==> config.mk <==
export PLATFORM = sky130hd
export DESIGN_NAME = scd_control
export DESIGN_NICKNAME = d
export VERILOG_FILES = /design/src/scd_pkg.sv /design/src/scd_lock_detect.sv /design/src/scd_control.sv
export VERILOG_INCLUDE_DIRS = /design/src
export SDC_FILE = /design/constraint.sdc
export NUM_CORES = 1
export LEC_CHECK = 0
export ABC_AREA = 1
export BUFFER_PORTS_ARGS = -buffer_cell sky130_fd_sc_hd__buf_4
export CORE_MARGIN = 1.5
export CORE_UTILIZATION = 25
export CTS_BUF_LIST = sky130_fd_sc_hd__clkbuf_2 sky130_fd_sc_hd__clkbuf_4 sky130_fd_sc_hd__clkbuf_8
export CTS_CLUSTER_DIAMETER = 120
export DETAILED_ROUTE_END_ITERATION = 12
export SKIP_CTS_REPAIR_TIMING = 1
export SLEW_MARGIN = 10
export SYNTH_ARGS = -nofsm -noshare
export SYNTH_HDL_FRONTEND = slang
export SYNTH_SLANG_ARGS = --single-unit
==> constraint.sdc <==
create_clock -name clk_sys -period 3.2 [get_ports clk_sys]
set_input_delay 0.48 -clock clk_sys [delete_from_list [all_inputs] [get_ports clk_sys]]
set_output_delay 0.48 -clock clk_sys [all_outputs]
set_load 0.01 [all_outputs]
==> src/scd_cfg.svh <==
`ifndef SCD_CFG_SVH
`define SCD_CFG_SVH

// ==========================================================
// register select codes (low three bits of a word)
`define SCD_SEL_FREQ        3'h0
`define SCD_SEL_REF         3'h2
`define SCD_SEL_CLKDIV      3'h3
`define SCD_SEL_OUT         3'h4
`define SCD_SEL_LDPIN       3'h5
`define SCD_WORD_RESET      32'h0000_0000

// ==========================================================
// reference and charge-pump control fields
`define SCD_REF_DOUBLER     25
`define SCD_REF_HALVER      24
`define SCD_RCOUNT_HI       23
`define SCD_RCOUNT_LO       14
`define SCD_DOUBLE_BUF      13
`define SCD_LD_FUNC         8
`define SCD_LD_PREC         7
`define SCD_POWER_DOWN      5
`define SCD_CP_TRISTATE     4
`define SCD_CNT_RESET       3

// ==========================================================
// clock-divider control fields
`define SCD_SLIP_RED        18
`define SCD_CDMODE_HI       16
`define SCD_CDMODE_LO       15
`define SCD_CDVAL_HI        14
`define SCD_CDVAL_LO        3
`define SCD_CDMODE_OFF      2'h0
`define SCD_CDMODE_FAST     2'h1
`define SCD_CDMODE_RESYNC   2'h2

// ==========================================================
// output-stage control fields
`define SCD_FB_DIRECT       23
`define SCD_DIVSEL_HI       22
`define SCD_DIVSEL_LO       20
`define SCD_BSDIV_HI        19
`define SCD_BSDIV_LO        12
`define SCD_OSC_PD          11
`define SCD_MUTE_LOCK       10
`define SCD_AUX_SEL         9
`define SCD_AUX_EN          8
`define SCD_AUX_PWR_HI      7
`define SCD_AUX_PWR_LO      6
`define SCD_OUT_EN          5
`define SCD_OUT_PWR_HI      4
`define SCD_OUT_PWR_LO      3

// ==========================================================
// lock-detect pin field and codes
`define SCD_LDPIN_HI        23
`define SCD_LDPIN_LO        22
`define SCD_LDPIN_LOW       2'h0
`define SCD_LDPIN_LOCK      2'h1
`define SCD_LDPIN_HIGH      2'h3

// ==========================================================
// lock detection counts and windows
`define SCD_FRAC_LD_COUNT   6'd40
`define SCD_INT_LD_COUNT    6'd5
`define SCD_WIN_WIDE_NS     8'd10
`define SCD_WIN_NARROW_NS   8'd6

`endif

==> src/scd_pkg.sv <==
package scd_pkg;

    // output stage controls towards the analog side
    typedef struct packed {
        logic       oscEnable;
        logic       fbDirect;
        logic [2:0] divSelect;
        logic       primaryEnable;
        logic [1:0] primaryPower;
        logic       auxEnable;
        logic       auxFundamental;
        logic [1:0] auxPower;
    } scdOutStage_type;

    // loop controls towards the charge pump and counters
    typedef struct packed {
        logic cpTristate;
        logic counterReset;
        logic slipReduction;
        logic fastLockActive;
        logic resyncPulse;
    } scdLoopCtl_type;

    // clock divider timer states
    typedef enum logic [2:0] {
        TM_IDLE   = 3'b001,
        TM_FAST   = 3'b010,
        TM_RESYNC = 3'b100
    } scdTimer_type;

endpackage

==> src/scd_lock_detect.sv <==
`timescale 1ns/1ps
`include "scd_cfg.svh"

module scd_lock_detect
(
    // clock and reset
    input  wire logic       clk_sys,
    input  wire logic       rst,
    // control
    input  wire logic       clear,
    input  wire logic       integerMode,
    input  wire logic       precision,
    // phase detector
    input  wire logic       pfdTick,
    input  wire logic [7:0] phaseErrorNs,
    // status
    output logic            locked
);
    import scd_pkg::*;

    logic [5:0] goodCount_r;
    logic [7:0] window;
    logic [5:0] target;

    // window and count per mode and precision
    always_comb
    begin
        if (integerMode)
        begin
            window = precision ? `SCD_WIN_WIDE_NS : `SCD_WIN_NARROW_NS;
            target = `SCD_INT_LD_COUNT;
        end
        else
        begin
            window = precision ? `SCD_WIN_NARROW_NS : `SCD_WIN_WIDE_NS;
            target = `SCD_FRAC_LD_COUNT;
        end
    end

    // consecutive good cycle counter
    always_ff @(posedge clk_sys)
    begin
        if (rst || clear)
        begin
            goodCount_r <= 6'h00;
            locked      <= 1'b0;
        end
        else if (pfdTick)
        begin
            if (phaseErrorNs <= window)
            begin
                if (goodCount_r >= target - 6'h01)
                    locked <= 1'b1;
                else
                    goodCount_r <= goodCount_r + 6'h01;
            end
            else
            begin
                goodCount_r <= 6'h00;
                locked      <= 1'b0;
            end
        end
    end

endmodule // scd_lock_detect

==> src/scd_control.sv <==
`timescale 1ns/1ps
`include "scd_cfg.svh"
// Operation
// - doubler bit makes both reference edges count
// - select 010 loads reference control register
// - selects 011, 100, 101 load remaining registers
// - halver toggle divides counter output by two
// - ten-bit reference counter divides 1 to 1023
// - double buffer delays divider select update
// - function bit picks integer or fractional detect
// - fractional: 40 cycles within 10/6 ns
// - integer: five cycles within 6/10 ns
// - power-down bit enters and leaves power-down
// - power-down forces counters, oscillator, pump, outputs
// - serial register keeps working in power-down
// - tri-state bit floats the charge pump
// - counter-reset bit holds both counters reset
// - slip-reduction bit enables cycle slip reduction
// - mode field: resync, fast lock or off
// - twelve-bit value sets timer count
// - feedback select picks oscillator or divider
// - three-bit field picks output divider ratio
// - eight-bit band-select clock divider
// - mute keeps primary output off until lock
// - output-stage register holds enables and powers
// - lock pin field picks pin drive

module scd_control
(
    // clock and reset
    input  wire logic                 clk_sys,
    input  wire logic                 rst,
    // serial programming pins
    input  wire logic                 serialClock,
    input  wire logic                 serialData,
    input  wire logic                 latchEnable,
    // reference and phase detector
    input  wire logic                 reference_input,
    input  wire logic [7:0]           phaseErrorNs,
    // timing outputs
    output logic                      pfdClock,
    output logic                      pfdTick,
    output logic                      bandSelectTick,
    // analog controls
    output scd_pkg::scdOutStage_type  outStage,
    output scd_pkg::scdLoopCtl_type   loopCtl,
    // status
    output logic                      powerDown,
    output logic                      lockDetected,
    output logic                      lockPin
);
    import scd_pkg::*;

    // ==========================================================
    // serial input register
    logic [2:0]  sclkSync_r;
    logic [1:0]  dataSync_r;
    logic [2:0]  leSync_r;
    logic [31:0] shift_r;
    logic        latchPulse;
    logic        freqLatch;

    // pin synchronisers, third stage only for edge detection
    always_ff @(posedge clk_sys)
    begin
        if (rst)
        begin
            sclkSync_r <= 3'h0;
            dataSync_r <= 2'h0;
            leSync_r   <= 3'h0;
        end
        else
        begin
            sclkSync_r <= {sclkSync_r[1:0], serialClock};
            dataSync_r <= {dataSync_r[0], serialData};
            leSync_r   <= {leSync_r[1:0], latchEnable};
        end
    end

    // shift in on serial clock rise, msb first
    always_ff @(posedge clk_sys)
    begin
        if (rst)
            shift_r <= `SCD_WORD_RESET;
        else if (sclkSync_r[1] && !sclkSync_r[2])
            shift_r <= {shift_r[30:0], dataSync_r[1]};
    end

    assign latchPulse = leSync_r[1] && !leSync_r[2];
    assign freqLatch  = latchPulse && (shift_r[2:0] == `SCD_SEL_FREQ);

    // ==========================================================
    // control registers, kept through power-down
    logic [31:0] refCtrl_r;
    logic [31:0] clkDivCtrl_r;
    logic [31:0] outCtrl_r;
    logic [31:0] lockPinCtrl_r;
    logic [2:0]  activeDivSel_r;

    // route latched word by select bits
    always_ff @(posedge clk_sys)
    begin
        if (rst)
        begin
            refCtrl_r     <= `SCD_WORD_RESET;
            clkDivCtrl_r  <= `SCD_WORD_RESET;
            outCtrl_r     <= `SCD_WORD_RESET;
            lockPinCtrl_r <= `SCD_WORD_RESET;
        end
        else if (latchPulse)
        begin
            case (shift_r[2:0])
                `SCD_SEL_REF:    refCtrl_r     <= shift_r;
                `SCD_SEL_CLKDIV: clkDivCtrl_r  <= shift_r;
                `SCD_SEL_OUT:    outCtrl_r     <= shift_r;
                `SCD_SEL_LDPIN:  lockPinCtrl_r <= shift_r;
                default:         ;
            endcase
        end
    end

    // divider select, direct or held until a frequency word
    always_ff @(posedge clk_sys)
    begin
        if (rst)
            activeDivSel_r <= 3'h0;
        else if (!refCtrl_r[`SCD_DOUBLE_BUF])
            activeDivSel_r <= outCtrl_r[`SCD_DIVSEL_HI:`SCD_DIVSEL_LO];
        else if (freqLatch)
            activeDivSel_r <= outCtrl_r[`SCD_DIVSEL_HI:`SCD_DIVSEL_LO];
    end

    // ==========================================================
    // reference path
    logic [2:0] refSync_r;
    logic       refPulse;
    logic       countHold;
    logic [9:0] rCount_r;
    logic [9:0] rRatio;
    logic       rOut;
    logic       halver_r;

    assign powerDown = refCtrl_r[`SCD_POWER_DOWN];
    assign countHold = refCtrl_r[`SCD_CNT_RESET] || powerDown;

    // reference pin synchroniser
    always_ff @(posedge clk_sys)
    begin
        if (rst)
            refSync_r <= 3'h0;
        else
            refSync_r <= {refSync_r[1:0], reference_input};
    end

    // falling edge only, or both edges when doubled
    assign refPulse = refCtrl_r[`SCD_REF_DOUBLER] ? (refSync_r[1] != refSync_r[2])
                                                  : (!refSync_r[1] && refSync_r[2]);

    // zero ratio is not allowed, run it as one
    assign rRatio = (refCtrl_r[`SCD_RCOUNT_HI:`SCD_RCOUNT_LO] == 10'h000) ? 10'h001
                  : refCtrl_r[`SCD_RCOUNT_HI:`SCD_RCOUNT_LO];
    assign rOut   = refPulse && !countHold && (rCount_r >= rRatio - 10'h001);

    // ten-bit reference counter
    always_ff @(posedge clk_sys)
    begin
        if (rst || countHold)
            rCount_r <= 10'h000;
        else if (rOut)
            rCount_r <= 10'h000;
        else if (refPulse)
            rCount_r <= rCount_r + 10'h001;
    end

    // divide-by-two toggle after the counter
    always_ff @(posedge clk_sys)
    begin
        if (rst || countHold)
            halver_r <= 1'b0;
        else if (rOut)
            halver_r <= !halver_r;
    end

    assign pfdTick  = refCtrl_r[`SCD_REF_HALVER] ? (rOut && !halver_r) : rOut;
    assign pfdClock = halver_r;

    // ==========================================================
    // band select clock divider
    logic [7:0] bsCount_r;
    logic [7:0] bsRatio;

    assign bsRatio = outCtrl_r[`SCD_BSDIV_HI:`SCD_BSDIV_LO];

    // divides reference counter output, zero bypasses
    always_ff @(posedge clk_sys)
    begin
        if (rst || countHold)
        begin
            bsCount_r      <= 8'h00;
            bandSelectTick <= 1'b0;
        end
        else
        begin
            bandSelectTick <= 1'b0;
            if (rOut)
            begin
                if (bsRatio == 8'h00 || bsCount_r >= bsRatio - 8'h01)
                begin
                    bsCount_r      <= 8'h00;
                    bandSelectTick <= 1'b1;
                end
                else
                    bsCount_r <= bsCount_r + 8'h01;
            end
        end
    end

    // ==========================================================
    // clock divider timer
    scdTimer_type timerState_r;
    scdTimer_type timerState_nxt;
    logic [11:0]  timerCount_r;
    logic [1:0]   cdMode;

    assign cdMode = clkDivCtrl_r[`SCD_CDMODE_HI:`SCD_CDMODE_LO];

    // next state of timer
    always_comb
    begin
        timerState_nxt = timerState_r;
        case (timerState_r)
            TM_IDLE:
            begin
                if (freqLatch && cdMode == `SCD_CDMODE_FAST)
                    timerState_nxt = TM_FAST;
                else if (freqLatch && cdMode == `SCD_CDMODE_RESYNC)
                    timerState_nxt = TM_RESYNC;
            end
            TM_FAST, TM_RESYNC:
            begin
                if (pfdTick && timerCount_r == 12'h000)
                    timerState_nxt = TM_IDLE;
            end
            default:
                timerState_nxt = TM_IDLE;
        endcase
        if (powerDown || cdMode == `SCD_CDMODE_OFF)
            timerState_nxt = TM_IDLE;
    end

    // timer state register
    always_ff @(posedge clk_sys)
    begin
        if (rst)
            timerState_r <= TM_IDLE;
        else
            timerState_r <= timerState_nxt;
    end

    // timeout counter in phase detector cycles
    always_ff @(posedge clk_sys)
    begin
        if (rst)
            timerCount_r <= 12'h000;
        else if (timerState_r == TM_IDLE)
            timerCount_r <= clkDivCtrl_r[`SCD_CDVAL_HI:`SCD_CDVAL_LO];
        else if (pfdTick && timerCount_r != 12'h000)
            timerCount_r <= timerCount_r - 12'h001;
    end

    // ==========================================================
    // digital lock detection
    scd_lock_detect u_lock_detect
    (
        .clk_sys      (clk_sys),
        .rst          (rst),
        .clear        (countHold),
        .integerMode  (refCtrl_r[`SCD_LD_FUNC]),
        .precision    (refCtrl_r[`SCD_LD_PREC]),
        .pfdTick      (pfdTick),
        .phaseErrorNs (phaseErrorNs),
        .locked       (lockDetected)
    );

    // ==========================================================
    // loop and output stage controls, registered
    always_ff @(posedge clk_sys)
    begin
        if (rst)
        begin
            loopCtl.cpTristate     <= 1'b1;
            loopCtl.counterReset   <= 1'b1;
            loopCtl.slipReduction  <= 1'b0;
            loopCtl.fastLockActive <= 1'b0;
            loopCtl.resyncPulse    <= 1'b0;
        end
        else
        begin
            loopCtl.cpTristate     <= refCtrl_r[`SCD_CP_TRISTATE] || powerDown;
            loopCtl.counterReset   <= countHold;
            loopCtl.slipReduction  <= clkDivCtrl_r[`SCD_SLIP_RED];
            loopCtl.fastLockActive <= (timerState_nxt == TM_FAST);
            loopCtl.resyncPulse    <= (timerState_r == TM_RESYNC)
                                      && (timerState_nxt == TM_IDLE) && !powerDown
                                      && (cdMode == `SCD_CDMODE_RESYNC);
        end
    end

    // output stage fields with power-down and mute gating
    always_ff @(posedge clk_sys)
    begin
        if (rst)
            outStage <= '0;
        else
        begin
            outStage.oscEnable      <= !outCtrl_r[`SCD_OSC_PD] && !powerDown;
            outStage.fbDirect       <= outCtrl_r[`SCD_FB_DIRECT];
            outStage.divSelect      <= activeDivSel_r;
            outStage.primaryEnable  <= outCtrl_r[`SCD_OUT_EN] && !powerDown
                                       && (!outCtrl_r[`SCD_MUTE_LOCK] || lockDetected);
            outStage.primaryPower   <= outCtrl_r[`SCD_OUT_PWR_HI:`SCD_OUT_PWR_LO];
            outStage.auxEnable      <= outCtrl_r[`SCD_AUX_EN] && !powerDown;
            outStage.auxFundamental <= outCtrl_r[`SCD_AUX_SEL];
            outStage.auxPower       <= outCtrl_r[`SCD_AUX_PWR_HI:`SCD_AUX_PWR_LO];
        end
    end

    // lock detect pin drive
    always_ff @(posedge clk_sys)
    begin
        if (rst)
            lockPin <= 1'b0;
        else
        begin
            case (lockPinCtrl_r[`SCD_LDPIN_HI:`SCD_LDPIN_LO])
                `SCD_LDPIN_LOCK: lockPin <= lockDetected;
                `SCD_LDPIN_HIGH: lockPin <= 1'b1;
                default:         lockPin <= 1'b0;
            endcase
        end
    end

endmodule // scd_control

==> results of run 1 <==
registers in the layout, summed over array words and instances (netlist names):
name,count
lockPin,1
outCtrl_r,21
lockPinCtrl_r,2
timerState_r,3
outStage,12
pfdClock,1
activeDivSel_r,3
dataSync_r,2
rCount_r,10
shift_r,26
clkDivCtrl_r,15
sclkSync_r,3
bsCount_r,8
bandSelectTick,1
u_lock_detect.locked,1
leSync_r,3
timerCount_r,12
refSync_r,3
u_lock_detect.goodCount_r,6
refCtrl_r,18
loopCtl,5
Yosys cell counts, drive strengths merged:
library cell / count
o211ai: 2
xnor2: 11
a21o: 2
nor2: 209
ha: 30
clkinv: 1
or2: 1
nand3b: 7
a21oi: 64
a211oi: 1
o21a: 3
o21bai: 4
nand3: 44
o21ai: 103
inv: 107
nor3: 16
nand2: 122
buf: 9
nand4: 14
clkbuf: 21
dfxtp: 156
a31oi: 1
xor2: 15
critical path, stage by stage (launching register included):
cell     delay, ns
dfxtp_2       0.34
inv_2         0.06
nand2_2       0.06
nor3_2        0.18
nand3_1       0.10
nand2_2       0.10
inv_2         0.05
ha_4          0.16
nand4_1       0.13
nor3_1        0.07
xnor2_1       0.13
ha_1          0.28
nand2_2       0.11
a21oi_2       0.05
nor2_2        0.15
nand3_4       0.12
nand3_4       0.08
inv_2         0.04
buf_6         0.11
metrics by stage:
stage | hold WS (ns) | total power [mW]
after floorplan | 0.387 | 2.20
after global placement | 0.393 | 2.29
after detailed placement | 0.392 | 2.29
after CTS | 0.193 | 3.68
after global routing | 0.218 | 3.86
final | 0.220 | 3.67
per-layer routing:
| metal | vias up | part of all wire, % |
|---|---|---|
| met5 | - | 0 |
| met4 | 0 | 2.0 |
| met3 | 22 | 3.2 |
| met2 | 100 | 44 |
| met1 | 2708 | 50 |
| li1 | 3110 | - |
kinds of logic (layout without fill, tap and decap cells):
logic type,count (synthesis),after routing,share of synthesized area (%)
AO/OA/AOI/OAI,180,180,13.5
flip-flops,156,156,44.8
buffers and inverters,138,189,7.66
adder cells (fa/ha/maj),30,30,5.38
XOR/XNOR,26,26,3.27
AND/OR/NAND/NOR,413,413,25.4
worst max path at each step:
stage	endpoint	slack (ns)	cells after the start
5_1_grt	pfdTick	-0.25	18
3_5_place_dp	pfdTick	0.08	18
6_report	pfdTick	-0.08	18
2_1_floorplan	pfdTick	0.41	17
3_3_place_gp	pfdTick	0.18	18
4_1_cts	pfdTick	-0.46	18
power groups by stage:
stage          registers (mW)  clock network, mW  logic, mW
2_1_floorplan            2.05                  0      0.154
3_3_place_gp             2.06                  0      0.227
3_5_place_dp             2.06                  0      0.232
4_1_cts                  2.01               1.43      0.233
5_1_grt                  2.02               1.53      0.308
6_report                 2.01               1.39      0.272
layout make-up:
class / count / area (um^2) / area share, %
tap: 372 / 465 / 5.72
multi-input combinational: 649 / 3400 / 41.8
sequential: 156 / 3130 / 38.4
clock buffer: 17 / 234 / 2.87
clock inverter: 15 / 128 / 1.57
timing repair buffer: 49 / 384 / 4.72
inverter: 108 / 405 / 4.98
==> impl_metrics.env, run 1 <==
export IMPL_status="complete, but fails checks"
export IMPL_violations="setup timing"
export IMPL_grtUsageMet1_pct=15.7
export IMPL_drc=0
export IMPL_io_buffers=36
export IMPL_hold_viol_final=0
export IMPL_rows=60
export IMPL_place_gp_congestion=0.841
export IMPL_ys_types=34
export IMPL_synth_area_top_cells="dfxtp_1 45%, nor2_1 11%, o21ai_0 7.3%"
export IMPL_dr_pass1_iters=5
export IMPL_core_area_um2=27200
export IMPL_period_needed_ns=3.28
export IMPL_use_met2_pct=18.0
export IMPL_fin_area_um2=8140
export IMPL_cts_sinks=156
export IMPL_dpl_cell_area_um2=7640
export IMPL_p_int_mw=2.65
export IMPL_max_vdd_ir_drop_v=0.000257
export IMPL_finClkSkew_ns=0.0186
export IMPL_synth_seq_cells=156
export IMPL_r2r_cells=20
export IMPL_sw_frac_of_total_pct=27.9
export IMPL_fill_cells=2956
export IMPL_use_met3_pct=2.40
export IMPL_drive_gt1_share_pct=12.5
export IMPL_fin_cells=1366
export IMPL_place_ws_ns=0.0839
export IMPL_final_cell_mix="203 x nor2_1, 154 x dfxtp_1, 115 x nand2_1"
export IMPL_synthesis_nets=987
export IMPL_critPathLaunch="refCtrl_r[18]$_SDFFE_PP0P_"
export IMPL_ys_warn_count=0
export IMPL_final_common_cell="nor2_1"
export IMPL_avgRoutedWirePerCell_um=11.9
export IMPL_power_density_nw_per_um2=451
export IMPL_clk_latency_ns=0.47
export IMPL_crit_fanout=3
export IMPL_syn_inst=943
export IMPL_synth_top_area_share_pct=44.8
export IMPL_cp_end_kind="primary output"
export IMPL_holdPathStages=3
export IMPL_clock_fmax_ghz=0.304
export IMPL_antenna_found_initial=0
export IMPL_tightest_slew_ns=0.980
export IMPL_drtIter0Drc=449
export IMPL_worstPathArrival_ns=2.80
export IMPL_finalSetupViolCount=1
export IMPL_start_util_pct=25.7
export IMPL_max_cap_viol_count=0
export IMPL_hp_start="latchEnable"
export IMPL_worstSetupPathType="reg -> out"
export IMPL_clkPwrFrac_pct=37.8
export IMPL_timing_final_ws_setup_ns=-0.0844
export IMPL_grt_max_degree=59
export IMPL_num_nets_final=1025
export IMPL_grt_pass1_vias=5384
export IMPL_die_w_um=170
export IMPL_h_tree_depth=4
export IMPL_top_usage_layer="met2"
export IMPL_r2r_end="pfdClock$_SDFFE_PP0P_"
export IMPL_grt_remaining_overflow=0
export IMPL_slew_viol_final=0
export IMPL_pin_count=37
export IMPL_tritoncts="yes"
export IMPL_place_inst=1327
export IMPL_hold_class="in -> reg"
export IMPL_synth_area_leader_cell="dfxtp_1"
export IMPL_die_y_um=170
export IMPL_crit_required_ns=2.72
export IMPL_grt_pass1_wl_mm=26.7
export IMPL_fp_dieArea_um2=28900
export IMPL_worstReg2RegStart="refCtrl_r[18]$_SDFFE_PP0P_"
export IMPL_vias=5940
export IMPL_seq_area_frac_synth_pct=44.8
export IMPL_reg2reg_slack_ns=0.28
export IMPL_power_leakage_nw=3.54
export IMPL_timing_setup_tns_ns=-0.0844
export IMPL_n_antenna_cell=0
export IMPL_grtUsageTotal_pct=11.7
export IMPL_pwr_share_seq_pct=54.8
export IMPL_cts_made_buffers=17
export IMPL_finalCoreUtilization_pct=30.0
export IMPL_avgSynthCellArea_um2=7.39
export IMPL_comb_power_share_pct=7.4
export IMPL_syn_area_um2=6970
export IMPL_viasPerCell=4.35
export IMPL_root_buffer="clkbuf_8"
export IMPL_switchingPower_mw=1.03
export IMPL_fin_crit_sh_pct=103
export IMPL_slew_headroom_pct=34.6
export IMPL_wirelength_mm=16.2
export IMPL_syn_to_final_growth_pct=16.8
export IMPL_dp_hpwl_mm=11.2
export IMPL_rsz0062_at_grt="yes"
export IMPL_cts_max_path_buffers=2
export IMPL_ant_nets=0
export IMPL_clk_pin_slew_ns=0.09
export IMPL_worstSetupStartpointType="register"
export IMPL_whs_endpoint="leSync_r[0]$_SDFF_PP0_"
Power figures use the tool's default switching activity.
==> run 2, diff against run 1 <==
Settings changed: BUFFER_PORTS_ARGS -buffer_cell sky130_fd_sc_hd__buf_4 to -buffer_cell sky130_fd_sc_hd__buf_2.
==> run 2 against run 1 <==
Net effect:
- the run still ends with setup timing left
- worst hold slack improved by 0.013 ns
- critical path type unchanged
- first-iteration DRC count decreased by 15%
- wire length up 0.36%
- maximum frequency decreased by 4.7%
- highest routed layer unchanged
- critical path depth is the same
- via count shrank 0.86%
- register-to-register slack got worse by 0.13 ns
- die area did not move
- total power grew 0.55%
- clock power hardly changed
- sequential power about the same
- largest cell class unchanged
- cell count unchanged
==> impl_metrics.env, run 2 (synthesis results as in run 1) <==
export IMPL_tritoncts="yes"
export IMPL_final_cell_mix="204 x nor2_1, 154 x dfxtp_1, 117 x nand2_1"
export IMPL_clk_pin_slew_ns=0.08
export IMPL_timing_final_ws_setup_ns=-0.248
export IMPL_die_y_um=170
export IMPL_max_vdd_ir_drop_v=0.000286
export IMPL_num_nets_final=1025
export IMPL_h_tree_depth=4
export IMPL_viasPerCell=4.31
export IMPL_rows=60
export IMPL_antenna_found_initial=0
export IMPL_drive_gt1_share_pct=12.1
export IMPL_n_antenna_cell=0
export IMPL_tightest_slew_ns=0.980
export IMPL_start_util_pct=25.7
export IMPL_grt_pass1_wl_mm=27.2
export IMPL_max_cap_viol_count=0
export IMPL_hold_viol_final=0
export IMPL_cts_made_buffers=17
export IMPL_clk_latency_ns=0.45
export IMPL_fin_crit_sh_pct=108
export IMPL_timing_hold_ws_ns=0.233
export IMPL_cts_max_path_buffers=2
export IMPL_period_needed_ns=3.45
export IMPL_hold_class="in -> reg"
export IMPL_wirelength_mm=16.3
export IMPL_grt_max_degree=90
export IMPL_fp_dieArea_um2=28900
export IMPL_cp_end_kind="primary output"
export IMPL_power_density_nw_per_um2=459
export IMPL_dr_pass1_iters=7
export IMPL_fill_cells=2945
export IMPL_crit_required_ns=2.72
export IMPL_io_buffers=36
export IMPL_violations="setup timing"
export IMPL_grt_pass1_vias=5551
export IMPL_clock_fmax_ghz=0.290
export IMPL_avgRoutedWirePerCell_um=11.9
export IMPL_vias=5889
export IMPL_drc=0
export IMPL_die_w_um=170
export IMPL_power_leakage_nw=3.54
export IMPL_finClkSkew_ns=0.00828
export IMPL_worstSetupStartpointType="register"
export IMPL_worstSetupPathType="reg -> out"
export IMPL_place_inst=1327
export IMPL_status="complete, but fails checks"
export IMPL_core_area_um2=27200
export IMPL_slew_headroom_pct=34.6
export IMPL_top_regs="shift_r x26, outCtrl_r x21, refCtrl_r x18"
export IMPL_syn_to_final_growth_pct=15.5
export IMPL_finalPower_mw=3.69
export IMPL_slew_viol_final=0
export IMPL_rsz0062_at_grt="yes"
export IMPL_fin_cells=1366
export IMPL_grt_remaining_overflow=0
export IMPL_crit_fanout=5
export IMPL_ant_nets=0
export IMPL_finalSetupViolCount=1
export IMPL_worstPathArrival_ns=2.97
export IMPL_pin_count=37
export IMPL_cts_sinks=156
export IMPL_dp_hpwl_mm=11.2
export IMPL_root_buffer="clkbuf_8"
export IMPL_drtIter0Drc=383
export IMPL_timing_setup_tns_ns=-0.248
export IMPL_final_common_cell="nor2_1"
export IMPL_largest_register="shift_r"
export IMPL_grtUsageTotal_pct=11.9
export IMPL_place_gp_congestion=0.821
export IMPL_largest_reg_flops=26
-- run 2: path summary, 6_finish.rpt --
kind,startpoint,end,slack [ns],depth (start not counted)
setup / recovery,refCtrl_r[18]$_SDFFE_PP0P_,pfdTick,-0.25,18
hold / removal,serialData,dataSync_r[0]$_SDFF_PP0_,0.23,3
setup reg to reg,refCtrl_r[18]$_SDFFE_PP0P_,pfdClock$_SDFFE_PP0P_,0.15,20
hold reg to reg,leSync_r[0]$_SDFF_PP0_,leSync_r[1]$_SDFF_PP0_,0.40,2
-- run 2: per-layer routing --
metal | GRT usage, % | up-vias | wire length (um)
met5 | 0 | - | 0
met4 | 4.73 | 0 | 357
met3 | 2.63 | 23 | 449
met2 | 19.0 | 81 | 7280
met1 | 15.6 | 2666 | 8210
li1 | - | 3119 | -
-- run 2: power breakdown --
group / total [mW] / switching (mW) / leakage (nW) / internal [mW]
clock network: 1.42 / 0.748 / 0.183 / 0.668
registers: 2.01 / 0.0349 / 1.26 / 1.98
logic: 0.266 / 0.161 / 2.09 / 0.105
total: 3.69 / 0.944 / 3.54 / 2.75
-- run 2: cell type report --
type                       instances  area [um^2]  area share [%]
inverter                         108          410            5.10
timing repair buffer              49          300            3.73
multi-input combinational        649         3380            42.0
clock inverter                    10         92.6            1.15
tap                              372          465            5.78
sequential                       156         3130            38.8
clock buffer                      22          278            3.45
-- run 2: stage by stage --
stage	instance area, um^2	util (%)	worst slack, ns
3_5_place_dp	7550	27.8	0.0652
3_3_place_gp	7550	27.8	0.184
5_1_grt	8050	29.6	-0.500
4_1_cts	7920	29.1	-0.448
2_1_floorplan	6970	-	0.409
6_report	8050	29.6	-0.248
-- run 2: critical path, stage by stage, from the launching register on --
cell and delay (ns):
dfxtp_2 0.33, inv_2 0.08, nand2_2 0.07, nor3_2 0.21, nand3_1 0.12, nand2_2 0.10
inv_2 0.06, ha_4 0.16, nand4_1 0.17, xor2_1 0.16, inv_1 0.07, ha_1 0.27
nand2_1 0.06, nor2_2 0.15, nand3_2 0.10, nand3_4 0.14, nand3_4 0.09, inv_4 0.08
buf_6 0.09
==> run 3, diff against run 2 <==
Settings changed: CELL_PAD_IN_SITES_DETAIL_PLACEMENT from default to 0, CELL_PAD_IN_SITES_GLOBAL_PLACEMENT from default to 1, PLACE_DENSITY_LB_ADDON from default to 0.1.
==> run 3 against run 2 <==
Net effect:
- the flow still finishes with violations (setup timing)
- register-to-register slack gained 0.10 ns
- first-iteration DRC count shrank 9.1%
- core utilization grew 0.44 points
- clock power grew 9%
- highest routed layer unchanged
==> impl_metrics.env, run 3 (synthesis results as in run 1) <==
export IMPL_max_cap_viol_count=0
export IMPL_grtUsageTotal_pct=13.3
export IMPL_critPathLaunch="refCtrl_r[18]$_SDFFE_PP0P_"
export IMPL_grt_remaining_overflow=0
export IMPL_avgRoutedWirePerCell_um=13.4
export IMPL_slowest_stage="dfxtp_2"
export IMPL_grt_max_degree=33
export IMPL_start_util_pct=25.7
export IMPL_crit_chain="inv_2 -> nand2_2 -> nor3_2 -> nand3_1 -> nand2_2 -> inv_2 -> ha_4 -> nand4_1 -> nor3_2 -> xnor2_1 -> ha_1 -> nand2_2 -> a21oi_2 -> nor2_2 -> nand3_4 -> nand3_4 -> inv_4 -> buf_6"
export IMPL_cts_sinks=156
export IMPL_clock_fmax_ghz=0.299
export IMPL_worstPathArrival_ns=2.87
export IMPL_rows=60
export IMPL_crit_top_cell="nand2_2"
export IMPL_r2r_cells=21
export IMPL_clk_pin_slew_ns=0.11
export IMPL_wirelength_mm=18.4
export IMPL_io_buffers=36
export IMPL_place_gp_congestion=0.798
export IMPL_grt_pass1_vias=5559
export IMPL_grt_pass1_wl_mm=29.8
export IMPL_antenna_found_initial=0
export IMPL_dr_pass1_iters=4
export IMPL_die_y_um=170
export IMPL_fin_cells=1375
export IMPL_finClkSkew_ns=0.0170
export IMPL_vias=5840
export IMPL_ant_nets=0
export IMPL_timing_final_ws_setup_ns=-0.146
export IMPL_finalSetupViolCount=1
export IMPL_reg2reg_slack_ns=0.25
export IMPL_power_leakage_nw=3.60
export IMPL_max_vdd_ir_drop_v=0.000200
export IMPL_worstReg2RegStart="refCtrl_r[18]$_SDFFE_PP0P_"
export IMPL_hold_class="in -> reg"
export IMPL_viasPerCell=4.25
export IMPL_hold_viol_final=0
export IMPL_final_common_cell="nor2_1"
export IMPL_critPathMaxStageDelay_ns=0.33
export IMPL_top_regs="shift_r x26, outCtrl_r x21, refCtrl_r x18"
export IMPL_worstSetupStartpointType="register"
export IMPL_period_needed_ns=3.35
export IMPL_timing_setup_tns_ns=-0.146
export IMPL_n_antenna_cell=0
export IMPL_crit_required_ns=2.72
export IMPL_tritoncts="yes"
export IMPL_clk_latency_ns=0.48
export IMPL_slew_headroom_pct=46.0
export IMPL_cp_end_kind="primary output"
export IMPL_pin_count=37
export IMPL_drc=0
export IMPL_num_nets_final=1034
export IMPL_dp_hpwl_mm=12.8
export IMPL_fin_crit_sh_pct=105
export IMPL_h_tree_depth=4
export IMPL_largest_reg_flops=26
export IMPL_die_w_um=170
export IMPL_endpoint="pfdTick"
export IMPL_root_buffer="clkbuf_8"
export IMPL_r2r_end="bsCount_r[3]$_SDFFE_PP0P_"
export IMPL_cts_max_path_buffers=2
export IMPL_drtIter0Drc=348
export IMPL_rsz0062_at_grt="yes"
export IMPL_fp_dieArea_um2=28900
export IMPL_power_density_nw_per_um2=470
export IMPL_cts_made_buffers=17
export IMPL_slew_viol_final=0
export IMPL_place_inst=1337
export IMPL_fill_cells=3028
export IMPL_status="complete, but fails checks"
export IMPL_worstSetupPathType="reg -> out"
export IMPL_syn_to_final_growth_pct=17.2
export IMPL_tightest_slew_ns=0.809
export IMPL_final_cell_mix="203 x nor2_1, 153 x dfxtp_1, 116 x nand2_1"
export IMPL_core_area_um2=27200
export IMPL_largest_register="shift_r"
export IMPL_crit_fanout=4
export IMPL_drive_gt1_share_pct=13.3
export IMPL_violations="setup timing"
run 3: cell types whose count changed in the layout (fill, tap and decap cells not counted), moves of 2 or more:
cell        change
inv_8           +3
nand2_2         +2
clkinvlp_4      -2
clkbuf_4        -4
clkinv_8        +2
clkinv_2        -3
buf_4           +9
inv_6           +5
run 3: metrics by stage:
step / setup WS [ns] / area [um^2] / total power, mW / util, % / hold WS, ns
floorplan: 0.409 / 6970 / 2.20 / - / 0.387
global placement: 0.0807 / 7630 / 2.30 / 28.1 / 0.392
detailed placement: 0.0382 / 7630 / 2.30 / 28.1 / 0.396
CTS: -0.502 / 8040 / 3.88 / 29.6 / 0.165
global route: -0.401 / 8170 / 4.04 / 30.1 / 0.169
finish: -0.146 / 8170 / 3.84 / 30.1 / 0.198
run 3: layout make-up:
cell class	count	area (um^2)	share of cell area, %
multi-input combinational	649	3390	41.5
sequential	156	3130	38.3
tap	372	465	5.70
inverter	108	408	4.99
timing repair buffer	58	377	4.61
clock buffer	17	234	2.86
clock inverter	15	173	2.11
run 3: how the worst min path moves through the flow:
stage,slack [ns],start,cells after the start,end
finish,0.20,reference_input,3,refSync_r[0]$_SDFF_PP0_
global placement,0.39,sclkSync_r[0]$_SDFF_PP0_,2,sclkSync_r[1]$_SDFF_PP0_
CTS,0.16,reference_input,3,refSync_r[0]$_SDFF_PP0_
floorplan,0.39,outCtrl_r[11]$_SDFFE_PP0P_,1,outStage[11]$_SDFF_PP0_
global route,0.17,latchEnable,3,leSync_r[0]$_SDFF_PP0_
detailed placement,0.40,leSync_r[0]$_SDFF_PP0_,2,leSync_r[1]$_SDFF_PP0_
run 3: worst max-delay path: cells and delay by family, from the launching register on:
family / cells / cell delay (ns)
flops: 1 / 0.33
simple gates: 10 / 1.12
fa+ha+maj: 2 / 0.43
compound gates: 1 / 0.04
buf+inv: 4 / 0.27
xor+xnor: 1 / 0.19
run 3: power breakdown:
part	internal [mW]	switching [mW]
Sequential	1.98	0.0394
Clock	0.658	0.895
Combinational	0.106	0.165
run 3: metal layers:
metal / up-vias / routed length [um] / part of all wire (%) / GRT usage, %
met1: 2624 / 9510 / 52 / 18.1
met4: 0 / 200 / 1.1 / 4.16
li1: 3135 / - / - / -
met2: 68 / 8150 / 44 / 21.1
met5: - / 0 / 0 / 0
met3: 13 / 574 / 3.1 / 2.77
